==> src/ebus_pkg.sv <==
// Purpose: constants and carriers for the external bus cycle end and hold arbitration block
// Assumes: one core clock; the clock output toggles from it
// Notes:   no register bus, all controls are ports
// Overview of operation
// - ready high at sampling point adds a wait state; low ends the cycle.
// - ready is looked at only after the programmed memory cycle waits run out.
// - strobe leading edge comes one state later when strobe delay is on.
// - multiplexed mode adds one turnaround wait, plus an optional tristate wait.
// - ready is taken directly or through a two-flop synchroniser, per mode.
// - a hold request lets the running bus cycle finish before the grant.
// - hold is sampled, grant and reclaim request change, on clock edges.
// - bus taken back only when hold goes inactive; then next cycle may start.
package ebus_pkg;
	localparam int          WAIT_W        = 4;
	localparam logic [3:0]  WAIT_ZERO     = 4'h0;
	localparam logic [3:0]  WAIT_ONE      = 4'h1;

	typedef enum logic [9:0] {
		ST_IDLE   = 10'h001,
		ST_ADDR   = 10'h002,
		ST_DELAY  = 10'h004,
		ST_WAIT   = 10'h008,
		ST_READY  = 10'h010,
		ST_MUXW   = 10'h020,
		ST_TRIW   = 10'h040,
		ST_FLOAT  = 10'h080,
		ST_HELD   = 10'h100,
		ST_REGAIN = 10'h200
	} bus_state_t;

	typedef struct packed {
		logic              multiplexed;
		logic              strobe_delay;
		logic              tristate_wait;
		logic              async_ready;
		logic [WAIT_W-1:0] wait_count;
	} bus_cfg_t;

	typedef struct packed {
		logic start;
		logic write;
		logic high_byte;
	} cycle_req_t;
endpackage

==> src/ready_sync.sv <==
// Purpose: two-flop synchroniser for the asynchronous ready pin
// Assumes: input may change at any time
// Notes:   first flop feeds only the second
`timescale 1ns/100ps
module ready_sync (
	// clock and reset
	input  wire logic core_clk,
	input  wire logic reset_n,
	// level in and out
	input  wire logic async_in_n,
	output logic      sync_out_n
);
	typedef struct packed {
		logic meta;
		logic stable;
	} sync_state_t;
	sync_state_t state;
	sync_state_t next_state;

	always_comb begin
		next_state.meta   = async_in_n;
		next_state.stable = state.meta;
	end

	always_ff @(posedge core_clk or negedge reset_n) begin
		if (!reset_n) begin
			state <= 2'h3;
		end else begin
			state <= next_state;
		end
	end

	assign sync_out_n = state.stable;
endmodule

==> src/ext_bus_ready_hold_arbitration.sv <==
// Purpose: external bus cycle sequencing with ready stretch and hold arbitration
// Assumes: one bus state per core clock; clock output is a divided copy
// Notes:   data path is outside; this block drives strobes and enables
`timescale 1ns/100ps
module ext_bus_ready_hold_arbitration
	import ebus_pkg::*;
(
	// clock and reset
	input  wire logic                 core_clk,
	input  wire logic                 reset_n,
	// configuration
	input  wire ebus_pkg::bus_cfg_t   cfg,
	// cycle request from the core
	input  wire ebus_pkg::cycle_req_t req,
	input  wire logic                 need_bus,
	// external pins
	input  wire logic                 ready_n,
	input  wire logic                 hold_n,
	output logic                      system_clock_output,
	output logic                      addr_latch,
	output logic                      read_n,
	output logic                      write_n,
	output logic                      high_byte_select_n,
	output logic                      bus_oe_n,
	output logic                      hold_grant_out,
	output logic                      bus_reclaim_request_n,
	// status to the core
	output logic                      cycle_busy,
	output logic                      cycle_done
);
	import ebus_pkg::*;

	typedef struct packed {
		bus_state_t        st;
		logic [WAIT_W-1:0] waits;
		logic              wr;
		logic              hb;
		logic              clk_out;
		logic              ale;
		logic              rd_n;
		logic              wr_n;
		logic              bhe_n;
		logic              oe_n;
		logic              grant;
		logic              bus_reclaim_request_n_n;
		logic              busy;
		logic              done;
	} ctl_state_t;

	ctl_state_t s;
	ctl_state_t n;
	logic       ready_synced_n;
	logic       ready_eff_n;
	logic       strobe_on;

	// ----------------------------------------
	// ready path
	// ----------------------------------------
	ready_sync u_ready_sync (
		.core_clk   (core_clk),
		.reset_n    (reset_n),
		.async_in_n (ready_n),
		.sync_out_n (ready_synced_n)
	);

	// async path costs two cycles of latency but is safe against metastability
	assign ready_eff_n = cfg.async_ready ? ready_synced_n : ready_n;

	// ----------------------------------------
	// sequencer
	// ----------------------------------------
	always_comb begin
		n           = s;
		n.clk_out   = ~s.clk_out;
		n.done      = 1'b0;
		n.ale       = 1'b0;
		strobe_on   = 1'b0;
		case (s.st)
			ST_IDLE: begin
				if (!hold_n) begin
					n.oe_n = 1'b1;
					n.st   = ST_FLOAT;
				end else if (req.start) begin
					n.st   = ST_ADDR;
					n.wr   = req.write;
					n.hb   = req.high_byte;
					n.busy = 1'b1;
					n.ale  = 1'b1;
					n.oe_n = 1'b0;
				end
			end
			ST_ADDR: begin
				n.waits = cfg.wait_count;
				n.st    = cfg.strobe_delay ? ST_DELAY : ST_WAIT;
				strobe_on = ~cfg.strobe_delay;
			end
			ST_DELAY: begin
				strobe_on = 1'b1;
				n.st      = ST_WAIT;
			end
			ST_WAIT: begin
				strobe_on = 1'b1;
				if (s.waits == WAIT_ZERO) begin
					n.st = ST_READY;
				end else begin
					n.waits = s.waits - WAIT_ONE;
				end
			end
			ST_READY: begin
				strobe_on = 1'b1;
				if (!ready_eff_n) begin
					n.rd_n = 1'b1;
					n.wr_n = 1'b1;
					strobe_on = 1'b0;
					n.done = 1'b1;
					n.busy = 1'b0;
					n.st   = cfg.multiplexed ? ST_MUXW
						: (cfg.tristate_wait ? ST_TRIW : ST_IDLE);
				end
			end
			ST_MUXW: begin
				n.st = cfg.tristate_wait ? ST_TRIW : ST_IDLE;
			end
			ST_TRIW: begin
				n.st = ST_IDLE;
			end
			ST_FLOAT: begin
				n.grant = 1'b1;
				n.st    = ST_HELD;
			end
			ST_HELD: begin
				if (hold_n) begin
					n.grant  = 1'b0;
					n.bus_reclaim_request_n_n = 1'b1;
					n.st     = ST_REGAIN;
				end else begin
					n.bus_reclaim_request_n_n = ~need_bus;
				end
			end
			ST_REGAIN: begin
				n.oe_n = 1'b0;
				n.st   = ST_IDLE;
			end
			default: begin
				n.st = ST_IDLE;
			end
		endcase
		if (strobe_on) begin
			n.rd_n  = s.wr;
			n.wr_n  = ~s.wr;
		end
		n.bhe_n = ~s.hb;
	end

	// hold sampled only here, on clock edges; cycle never aborted by hold
	always_ff @(posedge core_clk or negedge reset_n) begin
		if (!reset_n) begin
			s <= '{st: ST_IDLE, waits: WAIT_ZERO, wr: 1'b0, hb: 1'b0, clk_out: 1'b0,
				ale: 1'b0, rd_n: 1'b1, wr_n: 1'b1, bhe_n: 1'b1, oe_n: 1'b0,
				grant: 1'b0, bus_reclaim_request_n_n: 1'b1, busy: 1'b0, done: 1'b0};
		end else begin
			s <= n;
		end
	end

	assign system_clock_output   = s.clk_out;
	assign addr_latch            = s.ale;
	assign read_n                = s.rd_n;
	assign write_n               = s.wr_n;
	assign high_byte_select_n    = s.bhe_n;
	assign bus_oe_n              = s.oe_n;
	assign hold_grant_out        = s.grant;
	assign bus_reclaim_request_n = s.bus_reclaim_request_n_n;
	assign cycle_busy            = s.busy;
	assign cycle_done            = s.done;

	// ----------------------------------------
	// checks
	// ----------------------------------------
	AST_READY_HIGH_STRETCH: assert property (@(posedge core_clk) disable iff (!reset_n)
		(s.st == ST_READY && ready_eff_n) |=> (s.st == ST_READY && !s.done))
		else $error("ready high did not stretch");
	AST_READY_LOW_ENDS: assert property (@(posedge core_clk) disable iff (!reset_n)
		(s.st == ST_READY && !ready_eff_n) |=> (s.done && s.rd_n && s.wr_n))
		else $error("ready low did not end cycle");
	AST_WAIT_BEFORE_READY: assert property (@(posedge core_clk) disable iff (!reset_n)
		(s.st == ST_WAIT && s.waits != WAIT_ZERO) |=> (s.st == ST_WAIT))
		else $error("ready sampled before waits ran out");
	AST_DELAY_STROBE: assert property (@(posedge core_clk) disable iff (!reset_n)
		(s.st == ST_ADDR && cfg.strobe_delay) |=> (s.rd_n && s.wr_n) ##1 (!s.rd_n || !s.wr_n))
		else $error("delayed strobe timing wrong");
	AST_MUX_GAP: assert property (@(posedge core_clk) disable iff (!reset_n)
		(s.st == ST_READY && !ready_eff_n && cfg.multiplexed) |=> (s.st == ST_MUXW))
		else $error("turnaround wait missing");
	AST_NO_GRANT_MID_CYCLE: assert property (@(posedge core_clk) disable iff (!reset_n)
		s.busy |-> !s.grant)
		else $error("bus granted during a cycle");
	AST_FLOAT_BEFORE_GRANT: assert property (@(posedge core_clk) disable iff (!reset_n)
		$rose(s.grant) |-> (s.oe_n && $past(s.oe_n)))
		else $error("bus not floated before grant");
	AST_REGAIN_ON_HOLD: assert property (@(posedge core_clk) disable iff (!reset_n)
		(s.st == ST_HELD && hold_n) |=> (!s.grant && s.bus_reclaim_request_n_n) ##1 !s.oe_n)
		else $error("regain sequence wrong");
	AST_BUS_RECLAIM_REQUEST_N_ONLY_HELD: assert property (@(posedge core_clk) disable iff (!reset_n)
		!s.bus_reclaim_request_n_n |-> s.grant)
		else $error("reclaim request without grant");
	AST_HOLD_FLOATS_FIRST: assert property (@(posedge core_clk) disable iff (!reset_n)
		(s.st == ST_IDLE && !hold_n) |=> (s.st == ST_FLOAT && s.oe_n && !s.grant) ##1 s.grant)
		else $error("idle hold did not float then grant");
	AST_BUS_RECLAIM_REQUEST_N_ON_NEED: assert property (@(posedge core_clk) disable iff (!reset_n)
		(s.st == ST_HELD && !hold_n && need_bus) |=> !s.bus_reclaim_request_n_n)
		else $error("reclaim request not raised while held");
	// async ready reaches the sampling point two edges late
	AST_ASYNC_READY_LATE: assert property (@(posedge core_clk) disable iff (!reset_n)
		(s.st == ST_READY && cfg.async_ready && $past(ready_n, 2)) |=> (s.st == ST_READY))
		else $error("async ready used before it was synchronised");
	COV_STRETCH: cover property (@(posedge core_clk) disable iff (!reset_n)
		s.st == ST_READY ##1 s.st == ST_READY ##1 s.done);
	COV_GRANT: cover property (@(posedge core_clk) disable iff (!reset_n) $rose(s.grant));
	COV_RECLAIM: cover property (@(posedge core_clk) disable iff (!reset_n)
		!s.bus_reclaim_request_n_n ##[1:50] !s.grant);
	COV_TRI: cover property (@(posedge core_clk) disable iff (!reset_n) s.st == ST_TRIW);
endmodule

==> config.mk <==
export PLATFORM = sky130hd
export DESIGN_NAME = ext_bus_ready_hold_arbitration
export DESIGN_NICKNAME = d
export VERILOG_FILES = /design/src/ebus_pkg.sv /design/src/ready_sync.sv /design/src/ext_bus_ready_hold_arbitration.sv
export SDC_FILE = /design/constraint.sdc
export NUM_CORES = 1
export LEC_CHECK = 0
export CORE_ASPECT_RATIO = 0.75
export CORE_MARGIN = 2
export CORE_UTILIZATION = 35
export DETAILED_ROUTE_END_ITERATION = 8
export DONT_BUFFER_PORTS = 1
export GPL_ROUTABILITY_DRIVEN = 0
export SYNTH_ARGS = -nofsm -noshare
export SYNTH_HDL_FRONTEND = slang
export SYNTH_SLANG_ARGS = --single-unit
export TNS_END_PERCENT = 10
==> constraint.sdc <==
create_clock -name core_clk -period 2.4 [get_ports core_clk]
set_input_delay 0 -clock core_clk [delete_from_list [all_inputs] [get_ports core_clk]]
set_output_delay 0 -clock core_clk [all_outputs]
set_load 0.005 [all_outputs]
-- Word-level counts from Yosys, hierarchy flattened
Index checks and enable logic that the tools add are counted.
- $add $sub $neg: 1
- muxes and demuxes: 31
- equality and inequality tests: 17
- reductions and logical operators: 14
- bitwise operators: 5
- operator list (kind ; number):
    $pmux 10 s8 ; 1
    $mux 10 ; 6
    $mux 1 ; 12
    $ne 2x2->1 const B ; 6
    $eq 10x1->1 const B ; 1
    $eq 10x10->1 const B ; 1
    $eq 10x2->1 const B ; 1
    $eq 10x3->1 const B ; 1
    $eq 10x4->1 const B ; 1
    $eq 10x5->1 const B ; 1
    $eq 10x6->1 const B ; 1
    $eq 10x8->1 const B ; 1
    $eq 10x9->1 const B ; 1
    $reduce_bool 2->1 ; 5
    $mux 2 ; 4
    $mux 4 ; 2
    $pmux 4 s2 ; 1
    $reduce_and 2->1 ; 4
    $reduce_and 4->1 ; 2
    $mux 7 ; 1
    $pmux 1 s2 ; 3
    $not 1->1 ; 5
    $logic_not 4->1 ; 1
    $sub 4x1->4 const B ; 1
    other kinds (5) ; 5
- output and inout bits: 10
- bits of input ports: 16
- flip-flop bits (word level): 28

-- Depth between registers and ports, before layout
- depth in word-level cells: 5
- depth in mapped cells: 6
- mapped depth without buffers: 6

-- Modules after synthesis
From an unflattened synthesis, not the netlist that was laid out.
- cells, all modules: 140
- area total of the unflattened synthesis: 1427.6 sq um
- by module, submodules not included (module ; sequential area each (sq um) ; times used ; cells each ; area an instance (sq um)):
    ext_bus_ready_hold_arbitration ; 656.9 ; 1 ; 138 ; 1375.1
    ready_sync ; 52.6 ; 1 ; 2 ; 52.6

-- Worst setup path before layout
OpenSTA, ideal clock, no wires.
- path kind: register to register
- start point: register s[25] in the netlist's numbering
- end point: register s, in the netlist hold_grant_out
- path buffers: 1
- stages on the path, launching flop included: 7
- arrival: 2.147 ns
- path slack: 0.130 ns
- cell sequence: dfrtp_1 > buf_6 > or4_4 > or4_4 > or4b_4 > a21oi_2 > a21oi_1
- longest elaborated chain between the ends: 3
- elaborated cells on any way between the ends: 6
- those cells by class: 3 x eq/ne; 1 x mux; 2 x reduce/logical
- ends and longest elaborated chain (item ; RTL line ; text):
    start, declared ; ext_bus_ready_hold_arbitration.sv:50 ; ctl_state_t s;
    start signal, assigned ; ext_bus_ready_hold_arbitration.sv:158 ; s <= '{st: ST_IDLE, waits: WAIT_ZERO, wr: 1'b0, hb: 1'b0, clk_out: 1'b0,
    start signal, assigned ; ext_bus_ready_hold_arbitration.sv:162 ; s <= n;
    $eq 10x9->1 or $eq 10x8->1 (tied branches) ; ext_bus_ready_hold_arbitration.sv:78 ; case (s.st)
    $ne 2x2->1 (no source line) or $reduce_bool 2->1 (tied branches) ; - ;
    $reduce_and 2->1 (no source line) ; - ;
Several ways; a longest one is shown, not always the timed one.
A chain may end at the register's enable or synchronous reset.

-- Worst setup path in the final report
- start point: register s[24] in the netlist's numbering
- end point: register s[16] in the netlist's numbering
- longest elaborated chain between the ends: 3
- elaborated cells on any way between the ends: 14
- those cells by class: 12 x eq/ne; 1 x mux; 1 x reduce/logical
- ends and longest elaborated chain (item ; RTL line):
    $eq 10x1->1 (tied with other cells) ; ext_bus_ready_hold_arbitration.sv:78
    $ne 3x3->1 (no source line) or $ne 2x2->1 (tied branches) ; -
    $reduce_and 4->1 (no source line) ; -
Several ways; a longest one is shown, not always the timed one.

==> results_dict.tcl <==
set metrics [dict create \
    status "complete, no violations" \
    max_freq_ghz 0.436 \
    synth_area_leaders "dfrtp_1 (36%), dfstp_2 (13%), nand2_1 (3.6%)" \
    place_ws_ps 124 \
    synth_commonest_cells "dfrtp_1 (21), nand2_1 (14), nor2_1 (10)" \
    setup_viol 0 \
    wl_met1_um 1480 \
    die_area_um2 4650 \
    synthMuxAreaShare 0.0226 \
    syn_inst 137 \
    min_period_ps 2290 \
    crit_path_max_fanout 7 \
    synth-xor-area-share 0.0243 \
    die_width_um 78.1 \
    worst_pin_slew_ps 493 \
    wl_um 3170 \
    synth_top_family_by_area "simple AND/OR/NAND/NOR gates" \
    yosysMostFrequentCell "dfrtp_1" \
    synth_top_area_cell "dfrtp_1" \
    yosys.cell_types.count 42 \
    final_nets 175 \
    rows 20 \
    cts_max_level 1 \
    cts_tree "built" \
    hold_path_class "in2reg" \
    clkSlewWorstSetupHoldPaths_ps 90 \
    drc 0 \
    grt_pass1_vias 1128 \
    ys_seq_area_frac 0.493 \
    first_pass_iters 4 \
    die_h_um 59.6 \
    rsz0062_at_grt "false" \
    insertedDiodeCount 0 \
    min_period_over_period 0.955 \
    synth-simple-area-share 0.240 \
    antenna_left 0 \
    ctsResizeCount 0 \
    multi_input_area_um2 629 \
    synth_compound_area_frac 0.142 \
    cts_root_buf "clkbuf_8" \
    critPathLaunchType "register" \
    ys_ff_latch 28 \
    grt_first_pass_wirelength_um 5350 \
    cts_buffer_depth 2 \
    drt-initial-drc-count 173 \
    cts_buffers 3 \
    peakVddDrop_mv 0.528 \
    cts_sinks 28 \
    slew_headroom 0.671 \
    syn_to_final_growth_pct 20.0 \
    synth_top_area_frac 0.365 \
    critical_path_class "reg2reg" \
    wl_met3_um 250 \
    grt_antenna_before_repair 0 \
    yosys.area_share.adder 0.00869 \
    power-per-cell-area_nw_per_um2 1050 \
    end_kind "register" \
    synth_area_um2 1440 \
    nFillCells 391 \
    drt-vias-per-instance 5.44 \
    wl_per_cell_um 15.0 \
    ys_warn_count 0 \
    clock_latency_ps 280 \
    synthArstFlopShare 1.00 \
    leakage_nw 0.719 \
    clock_skew_ps 1.76 \
    ios 26 \
    max_cap_violations 0 \
    synth.net_count 154 \
    synthFlopType "dfrtp_1" \
    fin_ws_ps 107 \
    grt_max_degree 29 \
    initial_utilization 0.360 \
    grtUsageTotal 0.148 \
    vias 1154 \
    grt_remaining_overflow 0 \
    seqCellArea_um2 709 \
    wl_met2_um 1430 \
    synth_area_per_cell_um2 10.5 \
    worstPathRequired_ps 2600 \
    arrival_ps 2490 \
    numPortBuffers 0 \
    slew_violations 0 \
    dp_hpwl_um 2280 \
    setup-tns-final_ps 0 \
    hold_viol 0 \
    synth-edff-count 0 \
    top_layer "met4" \
    core_um2 4000 \
    drive_gt1_frac 0.191 \
]
[final cells by class]
cell class,instances,share of cell area
clock inverter,1,0.0174
sequential,28,0.411
tap,55,0.0398
timing repair buffer,22,0.125
clock buffer,3,0.0239
multi-input combinational,94,0.364
inverter,9,0.0196
[worst max-delay path: stages (launching register included)]
cell     delay, ps
dfrtp_1        450
or4_4          540
or4_4          460
or3_2          470
a31oi_1        180
o21ai_0        100
[logic make-up (layout without fill, tap and decap cells)]
logic type               after synthesis  after routing
buffers and inverters                 15             35
AO/OA/AOI/OAI                         30             30
flip-flops                            28             28
XOR/XNOR                               4              4
adder cells (fa/ha/maj)                1              1
AND/OR/NAND/NOR                       56             56
multiplexers                           3              3
[stage by stage]
step	hold WS (ps)	cell area, um^2	power [mW]	std cells	utilization
after floorplan	-296	1440	1.26	137	-
after global placement	-295	1490	1.38	192	0.371
after detailed placement	-295	1490	1.41	192	0.371
after CTS	6.83	1730	1.83	212	0.432
after global routing	28.1	1730	1.95	212	0.432
final	13.0	1730	1.82	212	0.432
[path summary, 6_finish.rpt]
check / from / to / slack [ps] / cells after the start
worst max-delay path: s[24] / s[16] / 110 / 5
worst min-delay path: cfg[0] / s[12] / 10 / 3
worst max register to register: s[24] / s[16] / 110 / 5
worst min register to register: u_ready_sync.next_state[0] / u_ready_sync.sync_out_n / 360 / 0
max in group asynchronous: reset_n / high_byte_select_n / 2010 / 2
min in group asynchronous: reset_n / s[25] / 150 / 2
[per-layer routing]
metal | vias to the layer above | global-route usage
met1 | 564 | 0.201
met5 | - | 0
met4 | 0 | 0.0276
met2 | 41 | 0.230
li1 | 546 | -
met3 | 3 | 0.0549
[cells in the final DEF, fill, tap and decap left out, drive strengths merged, types with 2 or more instances in the layout]
cell	n
nor4b	4
or4	3
nand2	14
o21a	2
o211ai	2
xnor2	3
inv	9
a31oi	2
dfrtp	21
buf	7
nand3	4
nor3	3
dfstp	7
and4b	2
nand4b	5
nor2	10
or3	2
o21ai	8
nor4	5
a2bb2oi	2
mux2	2
dlygate4sd3	15
clkbuf	3
a21oi	7
[sequential cells by signal, summed over array words and instances (netlist names)]
name	count
system_clock_output	1
s	16
u_ready_sync.sync_out_n	1
bus_reclaim_request_n	1
cycle_busy	1
write_n	1
bus_oe_n	1
addr_latch	1
high_byte_select_n	1
cycle_done	1
u_ready_sync.next_state	1
read_n	1
hold_grant_out	1
[report_power, final]
part / switching (mW) / internal, mW / leakage [nW] / total [mW]
Sequential: 0.162 / 0.648 / 0.335 / 0.810
Combinational: 0.322 / 0.314 / 0.349 / 0.636
Clock: 0.147 / 0.224 / 0.0357 / 0.371
Total: 0.631 / 1.19 / 0.719 / 1.82
[repair_timing]
action	CTS	global route
endpoints found under the setup margin	0	0
hold buffers	16	0
endpoints found under the hold margin	50	0
setup buffers	0	0
(Power assumes the default switching activity.)
